`config.mk`:
```
export PLATFORM = sky130hd
export DESIGN_NAME = liu_status_interrupt_regs
export DESIGN_NICKNAME = d
export VERILOG_FILES = /design/src/pkg/liu_regs_pkg.sv /design/src/liu_status_interrupt_regs.sv /design/src/host_serial_port.sv /design/src/driver_monitor.sv
export SDC_FILE = /design/constraint.sdc
export NUM_CORES = 1
export LEC_CHECK = 0
export ABC_CLOCK_PERIOD_IN_PS = 1900
export BUFFER_PORTS_ARGS = -buffer_cell sky130_fd_sc_hd__buf_2
export CORE_ASPECT_RATIO = 0.8
export CORE_UTILIZATION = 50
export DETAILED_ROUTE_END_ITERATION = 8
export MAX_ROUTING_LAYER = met4
export PLACE_DENSITY = 0.77
export RECOVER_POWER = 50
export SYNTH_ARGS = -nofsm -noshare
export SYNTH_HDL_FRONTEND = slang
export SYNTH_SLANG_ARGS = --single-unit
```
`constraint.sdc`:
```
create_clock -name I_REF_CLK -period 1.9 [get_ports I_REF_CLK]
set_input_delay 0.38 -clock I_REF_CLK [delete_from_list [all_inputs] [get_ports I_REF_CLK]]
set_output_delay 0.38 -clock I_REF_CLK [all_outputs]
set_load 0.01 [all_outputs]
```
`src/pkg/liu_regs_pkg.sv`:
```
package liu_regs_pkg;

  // ------------------------------------------------------------------
  // Register offsets
  // ------------------------------------------------------------------
  localparam int          ADDR_W          = 6;
  localparam logic [5:0]  ADDR_POWER      = 6'h00;
  localparam logic [5:0]  ADDR_IRQ_EN     = 6'h01;
  localparam logic [5:0]  ADDR_IRQ_FLAGS  = 6'h02;
  localparam logic [5:0]  ADDR_ALARM      = 6'h03;
  localparam logic [5:0]  ADDR_GIRQ_CTRL  = 6'h20;
  localparam logic [5:0]  ADDR_GIRQ_STATE = 6'h21;
  localparam logic [5:0]  ADDR_ERR_HIGH   = 6'h30;
  localparam logic [5:0]  ADDR_ERR_LOW    = 6'h31;
  localparam logic [5:0]  ADDR_HOLD       = 6'h38;
  localparam logic [5:0]  ADDR_PART_ID    = 6'h3e;
  localparam logic [5:0]  ADDR_REV_ID     = 6'h3f;

  // ------------------------------------------------------------------
  // Field layout and reset values
  // ------------------------------------------------------------------
  localparam logic [7:0]  REG_RESET       = 8'h00;
  localparam logic [7:0]  POWER_MASK      = 8'h11;
  localparam logic [7:0]  IRQ_EN_MASK     = 8'h3f;
  localparam logic [7:0]  GIRQ_MASK       = 8'h01;
  localparam int          BIT_TX_POWER    = 0;
  localparam int          BIT_RX_POWER    = 4;
  localparam int          BIT_GIRQ        = 0;
  localparam int          SRC_DRIVER      = 0;
  localparam int          SRC_RX_LOS      = 1;
  localparam int          SRC_RX_LOL      = 2;
  localparam int          SRC_FIFO        = 3;
  localparam int          SRC_PATTERN     = 4;
  localparam int          SRC_COUNTER     = 5;
  localparam int          NUM_SRC         = 6;
  localparam int          NUM_LEVEL_SRC   = 4;

  // ------------------------------------------------------------------
  // Counter and timing constants
  // ------------------------------------------------------------------
  localparam int          ERR_W           = 16;
  localparam logic [15:0] ERR_MAX         = 16'hffff;
  localparam logic [15:0] ERR_NEAR_MAX    = 16'hfffe;
  localparam int          DM_QUIET_BITS   = 128;
  localparam logic [7:0]  DM_QUIET_LAST   = 8'h7f;

  // ------------------------------------------------------------------
  // Serial frame layout: rw, six address bits, one spare, eight data
  // ------------------------------------------------------------------
  localparam logic [2:0]  FRAME_BYTE_LAST = 3'h7;
  localparam int          HDR_RW          = 0;
  localparam int          HDR_ADDR_LSB    = 1;

  typedef enum logic [1:0] {PH_HEADER, PH_DATA, PH_DONE} phase_t;

endpackage

```
`src/liu_status_interrupt_regs.sv`:
```
`timescale 1ns/100ps
// Functional notes
// (RULE_01) Power bit 4 turns receiver on/off
// (RULE_02) Power bit 0 enables transmitter, else tristate
// (RULE_03) Driver fail enable gates its interrupt
// (RULE_04) Signal loss enable gates its interrupt
// (RULE_05) Lock loss enable gates its interrupt
// (RULE_06) FIFO limit enable, ignored when attenuator off
// (RULE_07) Pattern error enable gates its interrupt
// (RULE_08) Counter full enable interrupts at 0xFFFF
// (RULE_09) Status changes set flags D0-D3, read clears
// (RULE_10) Pattern error sets flag D4, read clears
// (RULE_11) Counter saturation sets flag D5, read clears
// (RULE_12) Driver alarm after 128 quiet bit periods
// (RULE_13) Live signal loss alarms at D1, D4, D5
// (RULE_14) Live lock loss alarm at D2
// (RULE_15) Live FIFO limit alarm at D3
// (RULE_16) Live pattern error at D6
// (RULE_17) Part and revision bytes at 0x3E, 0x3F
// (RULE_18) Active low interrupt output to host
// (RULE_19) Reading FIFO alarm resets FIFO, clears bit
// (RULE_20) Interrupt needs global enable; pending bit reports
// (RULE_21) 16-bit saturating error counter, two bytes
module liu_status_interrupt_regs
  import liu_regs_pkg::*;
#(
  parameter int         BIT_DIV = 1,
  parameter logic [7:0] PART_ID = 8'h5a, // Arbitrary value
  parameter logic [7:0] REV_ID  = 8'h01  // Arbitrary value
) (
  input  wire logic  I_REF_CLK,
  input  wire logic  I_RSTN,
  input  wire logic  I_SCLK,
  input  wire logic  I_SDI,
  input  wire logic  I_CS_N,
  output logic       O_SDO,
  output logic       O_SDO_OE,
  output logic       O_INT_N,
  input  wire logic  I_MONITOR_IN_POSITIVE,
  input  wire logic  I_MONITOR_IN_NEGATIVE,
  input  wire logic  I_TX_POS_DATA,
  input  wire logic  I_TX_NEG_DATA,
  output logic       O_LINE_TX_POSITIVE,
  output logic       O_LINE_TX_POSITIVE_OE,
  output logic       O_LINE_TX_NEGATIVE,
  output logic       O_LINE_TX_NEGATIVE_OE,
  output logic       O_RECEIVER_POWER,
  input  wire logic  I_RECEIVE_SIGNAL_LOSS,
  input  wire logic  I_RECEIVE_LOCK_LOSS,
  input  wire logic  I_ANALOG_SIGNAL_LOSS,
  input  wire logic  I_DIGITAL_SIGNAL_LOSS,
  input  wire logic  I_FIFO_LIMIT,
  input  wire logic  I_JA_ENABLED,
  input  wire logic  I_PATTERN_ERROR,
  output logic       O_FIFO_RESET
);

  // ----------------------------------------------------------------
  // Declarations
  // ----------------------------------------------------------------
  logic                      bus_rd;
  logic                      bus_wr;
  logic [ADDR_W-1:0]         bus_addr;
  logic [7:0]                bus_wdata;
  logic [7:0]                bus_rdata;
  logic                      driver_monitor_alarm;
  logic                      fifo_limit_alarm;
  logic                      fl_mask_q;
  logic [7:0]                power_q;
  logic [7:0]                irq_en_q;
  logic [7:0]                girq_q;
  logic [NUM_SRC-1:0]        flags_q;
  logic [NUM_SRC-1:0]        flag_set;
  logic [NUM_SRC-1:0]        en_eff;
  logic [NUM_LEVEL_SRC-1:0]  level_now;
  logic [NUM_LEVEL_SRC-1:0]  level_prev_q;
  logic [ERR_W-1:0]          err_cnt_q;
  logic [7:0]                hold_q;
  logic                      sat_event;
  logic                      err_clear;
  logic                      global_irq_pending;
  logic [7:0]                alarm_byte;

  // Access to one register address
  function automatic logic hit(input logic strobe, input logic [ADDR_W-1:0] a,
                               input logic [ADDR_W-1:0] target);
    hit = strobe & (a == target);
  endfunction

  // ----------------------------------------------------------------
  // Serial host port and driver monitor
  // ----------------------------------------------------------------
  host_serial_port u_port (
    .i_clk    (I_REF_CLK),
    .i_rstn   (I_RSTN),
    .i_sclk   (I_SCLK),
    .i_sdi    (I_SDI),
    .i_cs_n   (I_CS_N),
    .i_rdata  (bus_rdata),
    .o_sdo    (O_SDO),
    .o_sdo_oe (O_SDO_OE),
    .o_rd     (bus_rd),
    .o_wr     (bus_wr),
    .o_addr   (bus_addr),
    .o_wdata  (bus_wdata)
  );

  driver_monitor #(
    .BIT_DIV (BIT_DIV)
  ) u_dmon (
    .i_clk     (I_REF_CLK),
    .i_rstn    (I_RSTN),
    .i_mon_pos (I_MONITOR_IN_POSITIVE),
    .i_mon_neg (I_MONITOR_IN_NEGATIVE),
    .o_alarm   (driver_monitor_alarm)
  );

  // ----------------------------------------------------------------
  // Writable registers
  // ----------------------------------------------------------------
  always_ff @(posedge I_REF_CLK or negedge I_RSTN) begin
    if (!I_RSTN) begin
      power_q  <= REG_RESET;
      irq_en_q <= REG_RESET;
      girq_q   <= REG_RESET;
    end else begin
      if (hit(bus_wr, bus_addr, ADDR_POWER)) begin
        power_q <= bus_wdata & POWER_MASK; // RULE_01 RULE_02
      end
      if (hit(bus_wr, bus_addr, ADDR_IRQ_EN)) begin
        irq_en_q <= bus_wdata & IRQ_EN_MASK;
      end
      if (hit(bus_wr, bus_addr, ADDR_GIRQ_CTRL)) begin
        girq_q <= bus_wdata & GIRQ_MASK;
      end
    end
  end

  assign O_RECEIVER_POWER = power_q[BIT_RX_POWER]; // RULE_01

  // ----------------------------------------------------------------
  // Transmit line drivers, tristated when off
  // ----------------------------------------------------------------
  always_ff @(posedge I_REF_CLK or negedge I_RSTN) begin
    if (!I_RSTN) begin
      O_LINE_TX_POSITIVE <= 1'b0;
      O_LINE_TX_NEGATIVE <= 1'b0;
    end else begin
      O_LINE_TX_POSITIVE <= I_TX_POS_DATA & power_q[BIT_TX_POWER];
      O_LINE_TX_NEGATIVE <= I_TX_NEG_DATA & power_q[BIT_TX_POWER];
    end
  end

  assign O_LINE_TX_POSITIVE_OE = power_q[BIT_TX_POWER]; // RULE_02
  assign O_LINE_TX_NEGATIVE_OE = power_q[BIT_TX_POWER]; // RULE_02

  // ----------------------------------------------------------------
  // FIFO limit alarm and reset on read
  // ----------------------------------------------------------------
  assign fifo_limit_alarm = I_FIFO_LIMIT & ~fl_mask_q; // RULE_15

  always_ff @(posedge I_REF_CLK or negedge I_RSTN) begin
    if (!I_RSTN) begin
      fl_mask_q    <= 1'b0;
      O_FIFO_RESET <= 1'b0;
    end else begin
      O_FIFO_RESET <= hit(bus_rd, bus_addr, ADDR_ALARM) & fifo_limit_alarm; // RULE_19
      if (hit(bus_rd, bus_addr, ADDR_ALARM) && fifo_limit_alarm) begin
        fl_mask_q <= 1'b1; // RULE_19
      end else if (!I_FIFO_LIMIT) begin
        fl_mask_q <= 1'b0;
      end
    end
  end

  // ----------------------------------------------------------------
  // Pattern error counter and holding byte
  // ----------------------------------------------------------------
  assign err_clear = hit(bus_rd, bus_addr, ADDR_ERR_HIGH);
  assign sat_event = I_PATTERN_ERROR & (err_cnt_q == ERR_NEAR_MAX) & ~err_clear;

  always_ff @(posedge I_REF_CLK or negedge I_RSTN) begin
    if (!I_RSTN) begin
      err_cnt_q <= '0;
      hold_q    <= REG_RESET;
    end else begin
      if (err_clear) begin
        hold_q    <= err_cnt_q[7:0];
        err_cnt_q <= {{(ERR_W-1){1'b0}}, I_PATTERN_ERROR};
      end else if (I_PATTERN_ERROR && err_cnt_q != ERR_MAX) begin
        err_cnt_q <= err_cnt_q + 16'h0001; // RULE_21
      end
    end
  end

  // ----------------------------------------------------------------
  // Interrupt flags, set wins over clear on read
  // ----------------------------------------------------------------
  assign level_now = {fifo_limit_alarm, I_RECEIVE_LOCK_LOSS,
                      I_RECEIVE_SIGNAL_LOSS, driver_monitor_alarm};

  always_ff @(posedge I_REF_CLK or negedge I_RSTN) begin
    if (!I_RSTN) begin
      level_prev_q <= '0;
    end else begin
      level_prev_q <= level_now;
    end
  end

  assign flag_set[NUM_LEVEL_SRC-1:0] = level_now ^ level_prev_q; // RULE_09
  assign flag_set[SRC_PATTERN]       = I_PATTERN_ERROR;            // RULE_10
  assign flag_set[SRC_COUNTER]       = sat_event;                  // RULE_11

  generate
    for (genvar g = 0; g < NUM_SRC; g++) begin : g_flag
      always_ff @(posedge I_REF_CLK or negedge I_RSTN) begin
        if (!I_RSTN) begin
          flags_q[g] <= 1'b0;
        end else if (flag_set[g]) begin
          flags_q[g] <= 1'b1; // RULE_09
        end else if (hit(bus_rd, bus_addr, ADDR_IRQ_FLAGS)) begin
          flags_q[g] <= 1'b0; // RULE_09 RULE_10 RULE_11
        end
      end
    end
  endgenerate

  // ----------------------------------------------------------------
  // Interrupt gating and output pin
  // ----------------------------------------------------------------
  always_comb begin
    en_eff           = irq_en_q[NUM_SRC-1:0]; // RULE_03 RULE_04 RULE_05 RULE_07 RULE_08
    en_eff[SRC_FIFO] = irq_en_q[SRC_FIFO] & I_JA_ENABLED; // RULE_06
  end

  assign global_irq_pending = girq_q[BIT_GIRQ] & |(flags_q & en_eff); // RULE_20

  always_ff @(posedge I_REF_CLK or negedge I_RSTN) begin
    if (!I_RSTN) begin
      O_INT_N <= 1'b1;
    end else begin
      O_INT_N <= ~global_irq_pending; // RULE_18
    end
  end

  // ----------------------------------------------------------------
  // Read data
  // ----------------------------------------------------------------
  assign alarm_byte = {1'b0, I_PATTERN_ERROR, I_DIGITAL_SIGNAL_LOSS, // RULE_16 RULE_13
                       I_ANALOG_SIGNAL_LOSS, fifo_limit_alarm,       // RULE_13 RULE_15
                       I_RECEIVE_LOCK_LOSS, I_RECEIVE_SIGNAL_LOSS,   // RULE_14 RULE_13
                       driver_monitor_alarm};                        // RULE_12

  always_comb begin
    case (bus_addr)
      ADDR_POWER:      bus_rdata = power_q;
      ADDR_IRQ_EN:     bus_rdata = irq_en_q;
      ADDR_IRQ_FLAGS:  bus_rdata = {2'b00, flags_q};
      ADDR_ALARM:      bus_rdata = alarm_byte;
      ADDR_GIRQ_CTRL:  bus_rdata = girq_q;
      ADDR_GIRQ_STATE: bus_rdata = {7'h00, global_irq_pending}; // RULE_20
      ADDR_ERR_HIGH:   bus_rdata = err_cnt_q[15:8]; // RULE_21
      ADDR_ERR_LOW:    bus_rdata = err_cnt_q[7:0];  // RULE_21
      ADDR_HOLD:       bus_rdata = hold_q;
      ADDR_PART_ID:    bus_rdata = PART_ID; // RULE_17
      ADDR_REV_ID:     bus_rdata = REV_ID;  // RULE_17
      default:         bus_rdata = 8'h00;
    endcase
  end
endmodule // liu_status_interrupt_regs

```
`src/host_serial_port.sv`:
```
`timescale 1ns/100ps
module host_serial_port
  import liu_regs_pkg::*;
(
  input  wire logic              i_clk,
  input  wire logic              i_rstn,
  input  wire logic              i_sclk,
  input  wire logic              i_sdi,
  input  wire logic              i_cs_n,
  input  wire logic [7:0]        i_rdata,
  output logic                   o_sdo,
  output logic                   o_sdo_oe,
  output logic                   o_rd,
  output logic                   o_wr,
  output logic [ADDR_W-1:0]      o_addr,
  output logic [7:0]             o_wdata
);

  logic [2:0]  sclk_sync_q;
  logic [1:0]  sdi_sync_q;
  logic [1:0]  csn_sync_q;
  logic        rise;
  logic        fall;
  logic        cs_active;
  logic [7:0]  in_sr_q;
  logic [7:0]  byte_now;
  logic [7:0]  out_sr_q;
  logic [2:0]  bit_cnt_q;
  logic        rw_q;
  phase_t      phase_q;

  // ----------------------------------------------------------------
  // Pin synchronisers
  // ----------------------------------------------------------------
  always_ff @(posedge i_clk or negedge i_rstn) begin
    if (!i_rstn) begin
      sclk_sync_q <= 3'h0;
      sdi_sync_q  <= 2'h0;
      csn_sync_q  <= 2'h3;
    end else begin
      sclk_sync_q <= {sclk_sync_q[1:0], i_sclk};
      sdi_sync_q  <= {sdi_sync_q[0], i_sdi};
      csn_sync_q  <= {csn_sync_q[0], i_cs_n};
    end
  end

  // Edge detection on the second and third stages only
  assign rise      = sclk_sync_q[1] & ~sclk_sync_q[2];
  assign fall      = ~sclk_sync_q[1] & sclk_sync_q[2];
  assign cs_active = ~csn_sync_q[1];
  assign byte_now  = {sdi_sync_q[1], in_sr_q[7:1]};

  // ----------------------------------------------------------------
  // Frame sequencing, LSB first on rising clock
  // ----------------------------------------------------------------
  always_ff @(posedge i_clk or negedge i_rstn) begin
    if (!i_rstn) begin
      phase_q   <= PH_HEADER;
      bit_cnt_q <= 3'h0;
      in_sr_q   <= 8'h00;
      rw_q      <= 1'b0;
      o_addr    <= '0;
      o_wdata   <= 8'h00;
    end else if (!cs_active) begin
      phase_q   <= PH_HEADER;
      bit_cnt_q <= 3'h0;
      rw_q      <= 1'b0;
    end else if (rise) begin
      bit_cnt_q <= bit_cnt_q + 3'h1;
      in_sr_q   <= byte_now;
      unique case (phase_q)
        PH_HEADER: if (bit_cnt_q == FRAME_BYTE_LAST) begin
          rw_q    <= byte_now[HDR_RW];
          o_addr  <= byte_now[HDR_ADDR_LSB +: ADDR_W];
          phase_q <= PH_DATA;
        end
        PH_DATA: if (bit_cnt_q == FRAME_BYTE_LAST) begin
          o_wdata <= byte_now;
          phase_q <= PH_DONE;
        end
        PH_DONE: phase_q <= PH_DONE;
      endcase
    end
  end

  // Access strobes, one cycle each
  always_ff @(posedge i_clk or negedge i_rstn) begin
    if (!i_rstn) begin
      o_rd <= 1'b0;
      o_wr <= 1'b0;
    end else begin
      o_rd <= cs_active & rise & (phase_q == PH_HEADER)
              & (bit_cnt_q == FRAME_BYTE_LAST) & byte_now[HDR_RW];
      o_wr <= cs_active & rise & (phase_q == PH_DATA)
              & (bit_cnt_q == FRAME_BYTE_LAST) & ~rw_q;
    end
  end

  // ----------------------------------------------------------------
  // Read data out, changed on falling clock
  // ----------------------------------------------------------------
  always_ff @(posedge i_clk or negedge i_rstn) begin
    if (!i_rstn) begin
      out_sr_q <= 8'h00;
      o_sdo    <= 1'b0;
    end else if (o_rd) begin
      out_sr_q <= i_rdata;
    end else if (fall && rw_q && phase_q == PH_DATA) begin
      o_sdo    <= out_sr_q[0];
      out_sr_q <= {1'b0, out_sr_q[7:1]};
    end
  end

  assign o_sdo_oe = cs_active & rw_q & (phase_q == PH_DATA);
endmodule // host_serial_port

```
`src/driver_monitor.sv`:
```
`timescale 1ns/100ps
module driver_monitor
  import liu_regs_pkg::*;
#(
  parameter int BIT_DIV = 1
) (
  input  wire logic  i_clk,
  input  wire logic  i_rstn,
  input  wire logic  i_mon_pos,
  input  wire logic  i_mon_neg,
  output logic       o_alarm
);

  logic [1:0]  pos_sync_q;
  logic [1:0]  neg_sync_q;
  logic        pulse_now;
  logic        pulse_seen_q;
  logic        bit_en;
  logic [15:0] div_q;
  logic [7:0]  quiet_cnt_q;

  // Monitor pin synchronisers
  always_ff @(posedge i_clk or negedge i_rstn) begin
    if (!i_rstn) begin
      pos_sync_q <= 2'h0;
      neg_sync_q <= 2'h0;
    end else begin
      pos_sync_q <= {pos_sync_q[0], i_mon_pos};
      neg_sync_q <= {neg_sync_q[0], i_mon_neg};
    end
  end

  assign pulse_now = pos_sync_q[1] | neg_sync_q[1];

  // Bit period enable
  always_ff @(posedge i_clk or negedge i_rstn) begin
    if (!i_rstn) begin
      div_q <= 16'h0000;
    end else if (bit_en) begin
      div_q <= 16'h0000;
    end else begin
      div_q <= div_q + 16'h0001;
    end
  end

  assign bit_en = (div_q == 16'(BIT_DIV - 1));

  // Pulse memory for the current bit period
  always_ff @(posedge i_clk or negedge i_rstn) begin
    if (!i_rstn) begin
      pulse_seen_q <= 1'b0;
    end else begin
      pulse_seen_q <= pulse_now | (pulse_seen_q & ~bit_en);
    end
  end

  // Quiet bit count and alarm
  always_ff @(posedge i_clk or negedge i_rstn) begin
    if (!i_rstn) begin
      quiet_cnt_q <= 8'h00;
      o_alarm     <= 1'b0;
    end else if (bit_en) begin
      if (pulse_seen_q || pulse_now) begin
        quiet_cnt_q <= 8'h00;
        o_alarm     <= 1'b0;
      end else if (quiet_cnt_q == DM_QUIET_LAST) begin
        o_alarm     <= 1'b1; // RULE_12
      end else begin
        quiet_cnt_q <= quiet_cnt_q + 8'h01;
      end
    end
  end
endmodule // driver_monitor

```
## Yosys cells after proc, flatten, opt, wreduce, memory -nomap -nowiden

Index checks and enable logic that the tools add are counted.

- $add $sub $neg: 4
- Equal/unequal tests: 20
- Multiplexer cells: 30
- Bitwise logic cells: 39
- Reductions and logical operators: 29

Operators with widths:

| kind | number |
|---|---|
| 8-bit case mux with 11 select lines | 1 |
| 16-bit two-way mux | 3 |
| 6-bit == test, second input constant | 7 |
| 16-bit by 1-bit adder with 16-bit output, second input constant | 2 |
| 8-bit two-way mux | 4 |
| 1-bit AND | 26 |
| 2-bit nonzero test | 12 |
| 16-bit == test, second input constant | 1 |
| 16-bit zero test | 1 |
| 16-bit inequality test, second input constant | 1 |
| 1-bit two-way mux | 15 |
| 6-bit by 2-bit == test with 1-bit output, second input constant | 2 |
| 1-bit inverter | 9 |
| 8-bit by 1-bit adder with 8-bit output, second input constant | 1 |
| 8-bit by 7-bit == test with 1-bit output, second input constant | 1 |
| 2-bit two-way mux | 4 |
| 2-bit AND reduction | 4 |
| 4-bit AND reduction | 2 |
| 6-bit AND | 1 |
| 6-bit by 1-bit == test with 1-bit output, second input constant | 1 |
| 6-bit zero test | 1 |
| 3-bit two-way mux | 2 |
| 3-bit by 1-bit inequality test with 1-bit output, second input constant | 2 |
| 2-bit case mux with 3 select lines | 1 |
| 12 further kinds | 18 |

- Register bits after elaboration: 122

## Logic depth before layout (Yosys ltp)

- Depth in word-level cells: 6
- Depth in mapped cells: 8

## Modules after synthesis

A second synthesis with hierarchy kept.

- Cells, all modules: 521
- Area, all modules: 5836.8 µm²

By module, submodules not included:

| module | instances | cells an instance | area each (µm²) | sequential area each (µm²) |
|---|---|---|---|---|
| liu_status_interrupt_regs | 1 | 267 | 2607.5 | 1202.4 |
| host_serial_port | 1 | 130 | 1809.2 | 1128.6 |
| driver_monitor | 1 | 124 | 1420.1 | 750.7 |

## Least setup slack after synthesis

No wires, ideal clock.

- Path kind: reg2reg
- Start: register u_dmon.div_q[0]
- End: register u_dmon.quiet_cnt_q[3]
- Arrival: 1645 ps
- Required time: 1836 ps
- Path slack: 191 ps
- Cell stages (with the launch flop): 9
- Path buffers: 1
- Clock period less this slack: 1709 ps
- Path through: dfrtp_1 > inv_1 > ha_1 > nor4b_1 > and4_1 > buf_2 > nand2_1 > nor4_1 > a21o_1

- Longest elaborated chain between the ends: 2

RTL lines:

| item | RTL line | source |
|---|---|---|
| start, declared | driver_monitor.sv:19 | `logic [15:0] div_q;` |
| start signal, assigned | driver_monitor.sv:42 | `div_q <= div_q + 16'h0001;` |
| 16-bit zero test | driver_monitor.sv:46 | `assign bit_en = (div_q == 16'(BIT_DIV - 1));` |
| 2-bit AND reduction (no line) | -- |  |
| end signal, assigned | driver_monitor.sv:69 | `quiet_cnt_q <= quiet_cnt_q + 8'h01;` |
| end, declared | driver_monitor.sv:20 | `logic [7:0] quiet_cnt_q;` |

No other way between the ends.
A chain may end at the register's enable or synchronous reset.

## Worst setup path after layout

- Start: register u_port.o_addr[1]
- End: register u_port.out_sr_q[0]

- Longest elaborated chain between the ends: 3
- Elaborated cells between the ends (all ways): 13

RTL lines:

| item | RTL line | source |
|---|---|---|
| start, declared | host_serial_port.sv:15 | `output logic [ADDR_W-1:0] o_addr,` |
| start signal, assigned | host_serial_port.sv:74 | `o_addr <= byte_now[HDR_ADDR_LSB +: ADDR_W];` |
| 6-bit == test (tied with other cells) | liu_status_interrupt_regs.sv:255 | `case (bus_addr)` |
| 8-bit case mux with 11 select lines * | liu_status_interrupt_regs.sv:255 |  |
| 8-bit two-way mux * | host_serial_port.sv:106 | `end else if (o_rd) begin` |
| end signal, assigned | host_serial_port.sv:107 | `out_sr_q <= i_rdata;` |
| end signal, assigned | host_serial_port.sv:110 | `out_sr_q <= {1'b0, out_sr_q[7:1]};` |
| end, declared | host_serial_port.sv:27 | `logic [7:0] out_sr_q;` |

Mark *: on every way between the ends. The rest lies on a longest branch, timed or not.

==> summary.md <==
| Metric | Value |
|---|---|
| Result of the run | complete, no violations |
| #FFs+latches synth | 121 |
| DRC | 0 |
| Int Pwr | 4990 uW |
| Clock Tree Buf Depth | 2 |
| Sequential-to-total area share from yosys stat | 52.2% |
| Rel. slew slack | 38.7% |
| Buffers inserted by post-CTS timing repair | 0 |
| Synth Area in XOR/XNOR | 4.37% |
| Static Leak | 0.00312 uW |
| CP cell instances | buf_4 > nor3_2 > nand2_1 > a211oi_1 > a2111oi_0 > a221oi_1 |
| Vias in the first global route | 4240 |
| Prevailing post-synth register cell | dfrtp_1 |
| Slew @ Worst Pin | 0.920 ns |
| Commonest non-fill, non-tap cell in the layout | dfrtp_1 |
| Pre-CTS WS | 0.0676 ns |
| Clock-pin slew on the worst setup and hold paths | 0.06 ns |
| Pwr/cell area | 983 nW/um^2 |
| Antenna violations before repair | 0 |
| WL/cell | 17.7 um |
| CP Max Fanout | 7 |
| Sw Ratio | 25.6% |
| IO Pins | 25 |
| EDFF count, synth | 0 |
| Rows | 34 |
| Total of max-cap violations | 0 |
| Initial Util | 52.3% |
| Max Fclk | 0.554 GHz |
| Final Hold Violating Endpoints | 0 |
| Largest net degree at the start of global routing | 61 |
| Clock network power share | 48.3% |
| Critical path arrival | 2.12 ns |
| Mapped cell area | 5810 um^2 |
| Commonest non-fill, non-tap cells in the layout | dfrtp_1, nand2_1, nor2_1 |
| Mapped Nets | 541 |
| Final period utilization | 95.1% |
| Final setup TNS | 0 ns |
| Post-synthesis compound-gate area fraction | 9.92% |
| # nets final | 587 |
| First-pass GRT wire length | 21.5 mm |
| Initial drt markers | 362 |
| Layout cell share with drive strength beyond 1 | 24.9% |
| Worst r2r src | u_port.o_addr[1] |
| Largest delay share family, worst path | compound AO/OA/AOI/OAI gates |
| Syn Area/Cell | 11.3 um^2 |
| Startpoint type of the worst setup path | register |
| Worst clock skew | 0.00786 ns |
| Sequential Power Share | 43.8% |
| Die Ht | 98.4 um |
| Antenna Nets Post-Route | 0 |
| Distinct cells, synth | 77 |
| Final wirelength | 12.7 mm |
| Post-layout minimum cycle time | 1.81 ns |
| Hold path startpoint | I_CS_N |
| Slowest cell on the critical path | dfrtp_1 |
| Worst hold path class | in2reg |
| Mux cell area share after synthesis | 9.00% |
| Die area | 12100 um^2 |
| Worst EP required | 2.22 ns |
| P_sw | 1720 uW |
| Die Wd | 123 um |
| Layout area overhead | 17.5% |
| Gr usage total | 24.2% |
| Root Buffer | clkbuf_16 |
| Final WS setup | 0.0934 ns |
| CORE AREA | 11100 um^2 |
| Slowest stage delay, CP | 0.45 ns |
| Detail Placement HPWL | 8.83 mm |
| Combinational share of power | 7.9% |
| Max rail drop VDD | 0.764 mV |
| CTS tree | built |
| Post-Synth Simple-Gate Area | 19.8% |
| Post-route insts no fill | 719 |
| Placed Cells | 686 |
| CTS Buf Count | 17 |
| Max Slew Vio Count | 0 |
| Yosys warning count | 0 |
| Overflow after GRT | 0 |
| Avg Vias per Cell | 5.96 |
| Critical Path End Type | register |
| Post-synthesis adder-cell area fraction | 1.94% |
| Clock Sinks | 121 |
| Finish-stage setup viols | 0 |
| RSZ-0062 raised after global routing | no |
| Gate Count Post-Synth | 516 |
| Fraction of registers with async set or reset after synthesis | 100% |
| Fill count | 826 |
| Clk_lat worst skew | 0.42 ns |
| Antenna cell count | 0 |
| RD Place Congestion | 0.968 |
| H-tree depth | 4 |
| Port bufs | 24 |
| CP Class | reg2reg |
| Pre-antenna DRT Iters | 5 |
| Worst Setup SP | u_port.o_addr[1] |
| Via Count | 4287 |
| CP bufs+invs | 1 |
| Largest family of logic cells by synthesized area | simple AND/OR/NAND/NOR gates |
==> final cells by class <==
cell class | instances | area (um^2) | area share, %
timing repair buffer | 51 | 323 | 4.73
sequential | 121 | 3030 | 44.4
clock buffer | 20 | 457 | 6.69
multi-input combinational | 362 | 2670 | 39.0
clock inverter | 12 | 140 | 2.05
inverter | 9 | 33.8 | 0.495
tap | 144 | 180 | 2.64
==> kinds of logic (layout without fill, tap and decap cells) <==
kind of cell / after synthesis / in the layout
multiplexers: 46 / 46
AND/OR/NAND/NOR: 197 / 197
adder cells (fa/ha/maj): 9 / 9
XOR/XNOR: 29 / 29
flip-flops: 121 / 121
buffers and inverters: 33 / 92
AO/OA/AOI/OAI: 81 / 81
==> path summary, 6_finish.rpt <==
path / to / slack, ns / depth (start not counted)
max: u_port.out_sr_q[0] / 0.09 / 6
min reg2reg: u_port.sdi_sync_q[1] / 0.35 / 0
max reg2reg: u_port.out_sr_q[0] / 0.09 / 6
min: u_port.csn_sync_q[0] / 0.06 / 1
min in group asynchronous: err_cnt_q[0] / 0.38 / 2
max in group asynchronous: u_port.out_sr_q[0] / 0.34 / 3
==> flip-flops by register name, summed over array words and instances (netlist names), 3 cells and up <==
name / count
err_cnt_q: 16
flags_q: 6
hold_q: 8
irq_en_q: 6
level_prev_q: 4
u_dmon.div_q: 16
u_dmon.quiet_cnt_q: 8
u_port.bit_cnt_q: 3
u_port.in_sr_q: 7
u_port.o_addr: 6
u_port.o_wdata: 6
u_port.out_sr_q: 8
u_port.sclk_sync_q: 3
==> per-stage QoR <==
step | cell area (um^2) | hold slack (ns) | utilization [%] | power (uW)
floorplan | 5810 | 0.0844 | - | 3230
global placement | 6220 | 0.289 | 56.0 | 3450
detailed placement | 6220 | 0.291 | 56.0 | 3500
CTS | 6820 | 0.0536 | 61.5 | 6760
global route | 6830 | 0.0491 | 61.5 | 6970
finish | 6830 | 0.0598 | 61.5 | 6710
==> per-layer routing <==
| layer | vias up | share of wire [%] | GRT usage (%) |
|---|---|---|---|
| met4 | 0 | 1.6 | 8.16 |
| li1 | 1959 | - | - |
| met1 | 2151 | 44 | 32.4 |
| met5 | - | 0 | - |
| met3 | 24 | 6.7 | 6.13 |
| met2 | 153 | 48 | 35.8 |
==> Yosys cell counts (all sizes together), types with 4 or more instances <==
| cell | instances | share of area (%) |
|---|---|---|
| mux2i | 14 | 2.4 |
| a21oi | 13 | 1.1 |
| nor2 | 34 | 2.3 |
| a211oi | 6 | 0.86 |
| o21ai | 18 | 1.6 |
| a22o | 5 | 0.75 |
| nand2 | 63 | 4.1 |
| mux2 | 30 | 5.8 |
| nand4b | 4 | 0.71 |
| nor2b | 4 | 0.43 |
| nor4 | 7 | 1.3 |
| nand3 | 21 | 2.0 |
| ha | 9 | 1.9 |
| xor2 | 9 | 1.4 |
| nor3b | 4 | 0.80 |
| nand4 | 7 | 1.1 |
| and4 | 4 | 0.60 |
| inv | 9 | 0.58 |
| nor3 | 16 | 1.8 |
| and3 | 16 | 1.9 |
| clkbuf | 6 | 0.41 |
| dfrtp | 118 | 51 |
| buf | 18 | 1.8 |
| nor4b | 4 | 1.1 |
| xnor2 | 20 | 3.0 |
| and2 | 5 | 0.54 |
==> timing repair <==
item	CTS	global route
resized for setup	0	6
hold endpoints to repair	19	0
setup endpoints to repair	0	6
hold buffers	1	0
==> power by group through the flow <==
stage                     sequential [uW]  combinational (uW)  clock, uW
after CTS                            2940                 545       3280
after global placement               2960                 491          0
after detailed placement             2970                 527          0
final                                2940                 529       3240
after floorplan                      2890                 341          0
after global routing                 2960                 599       3410
Power figures use the tool's default switching activity.
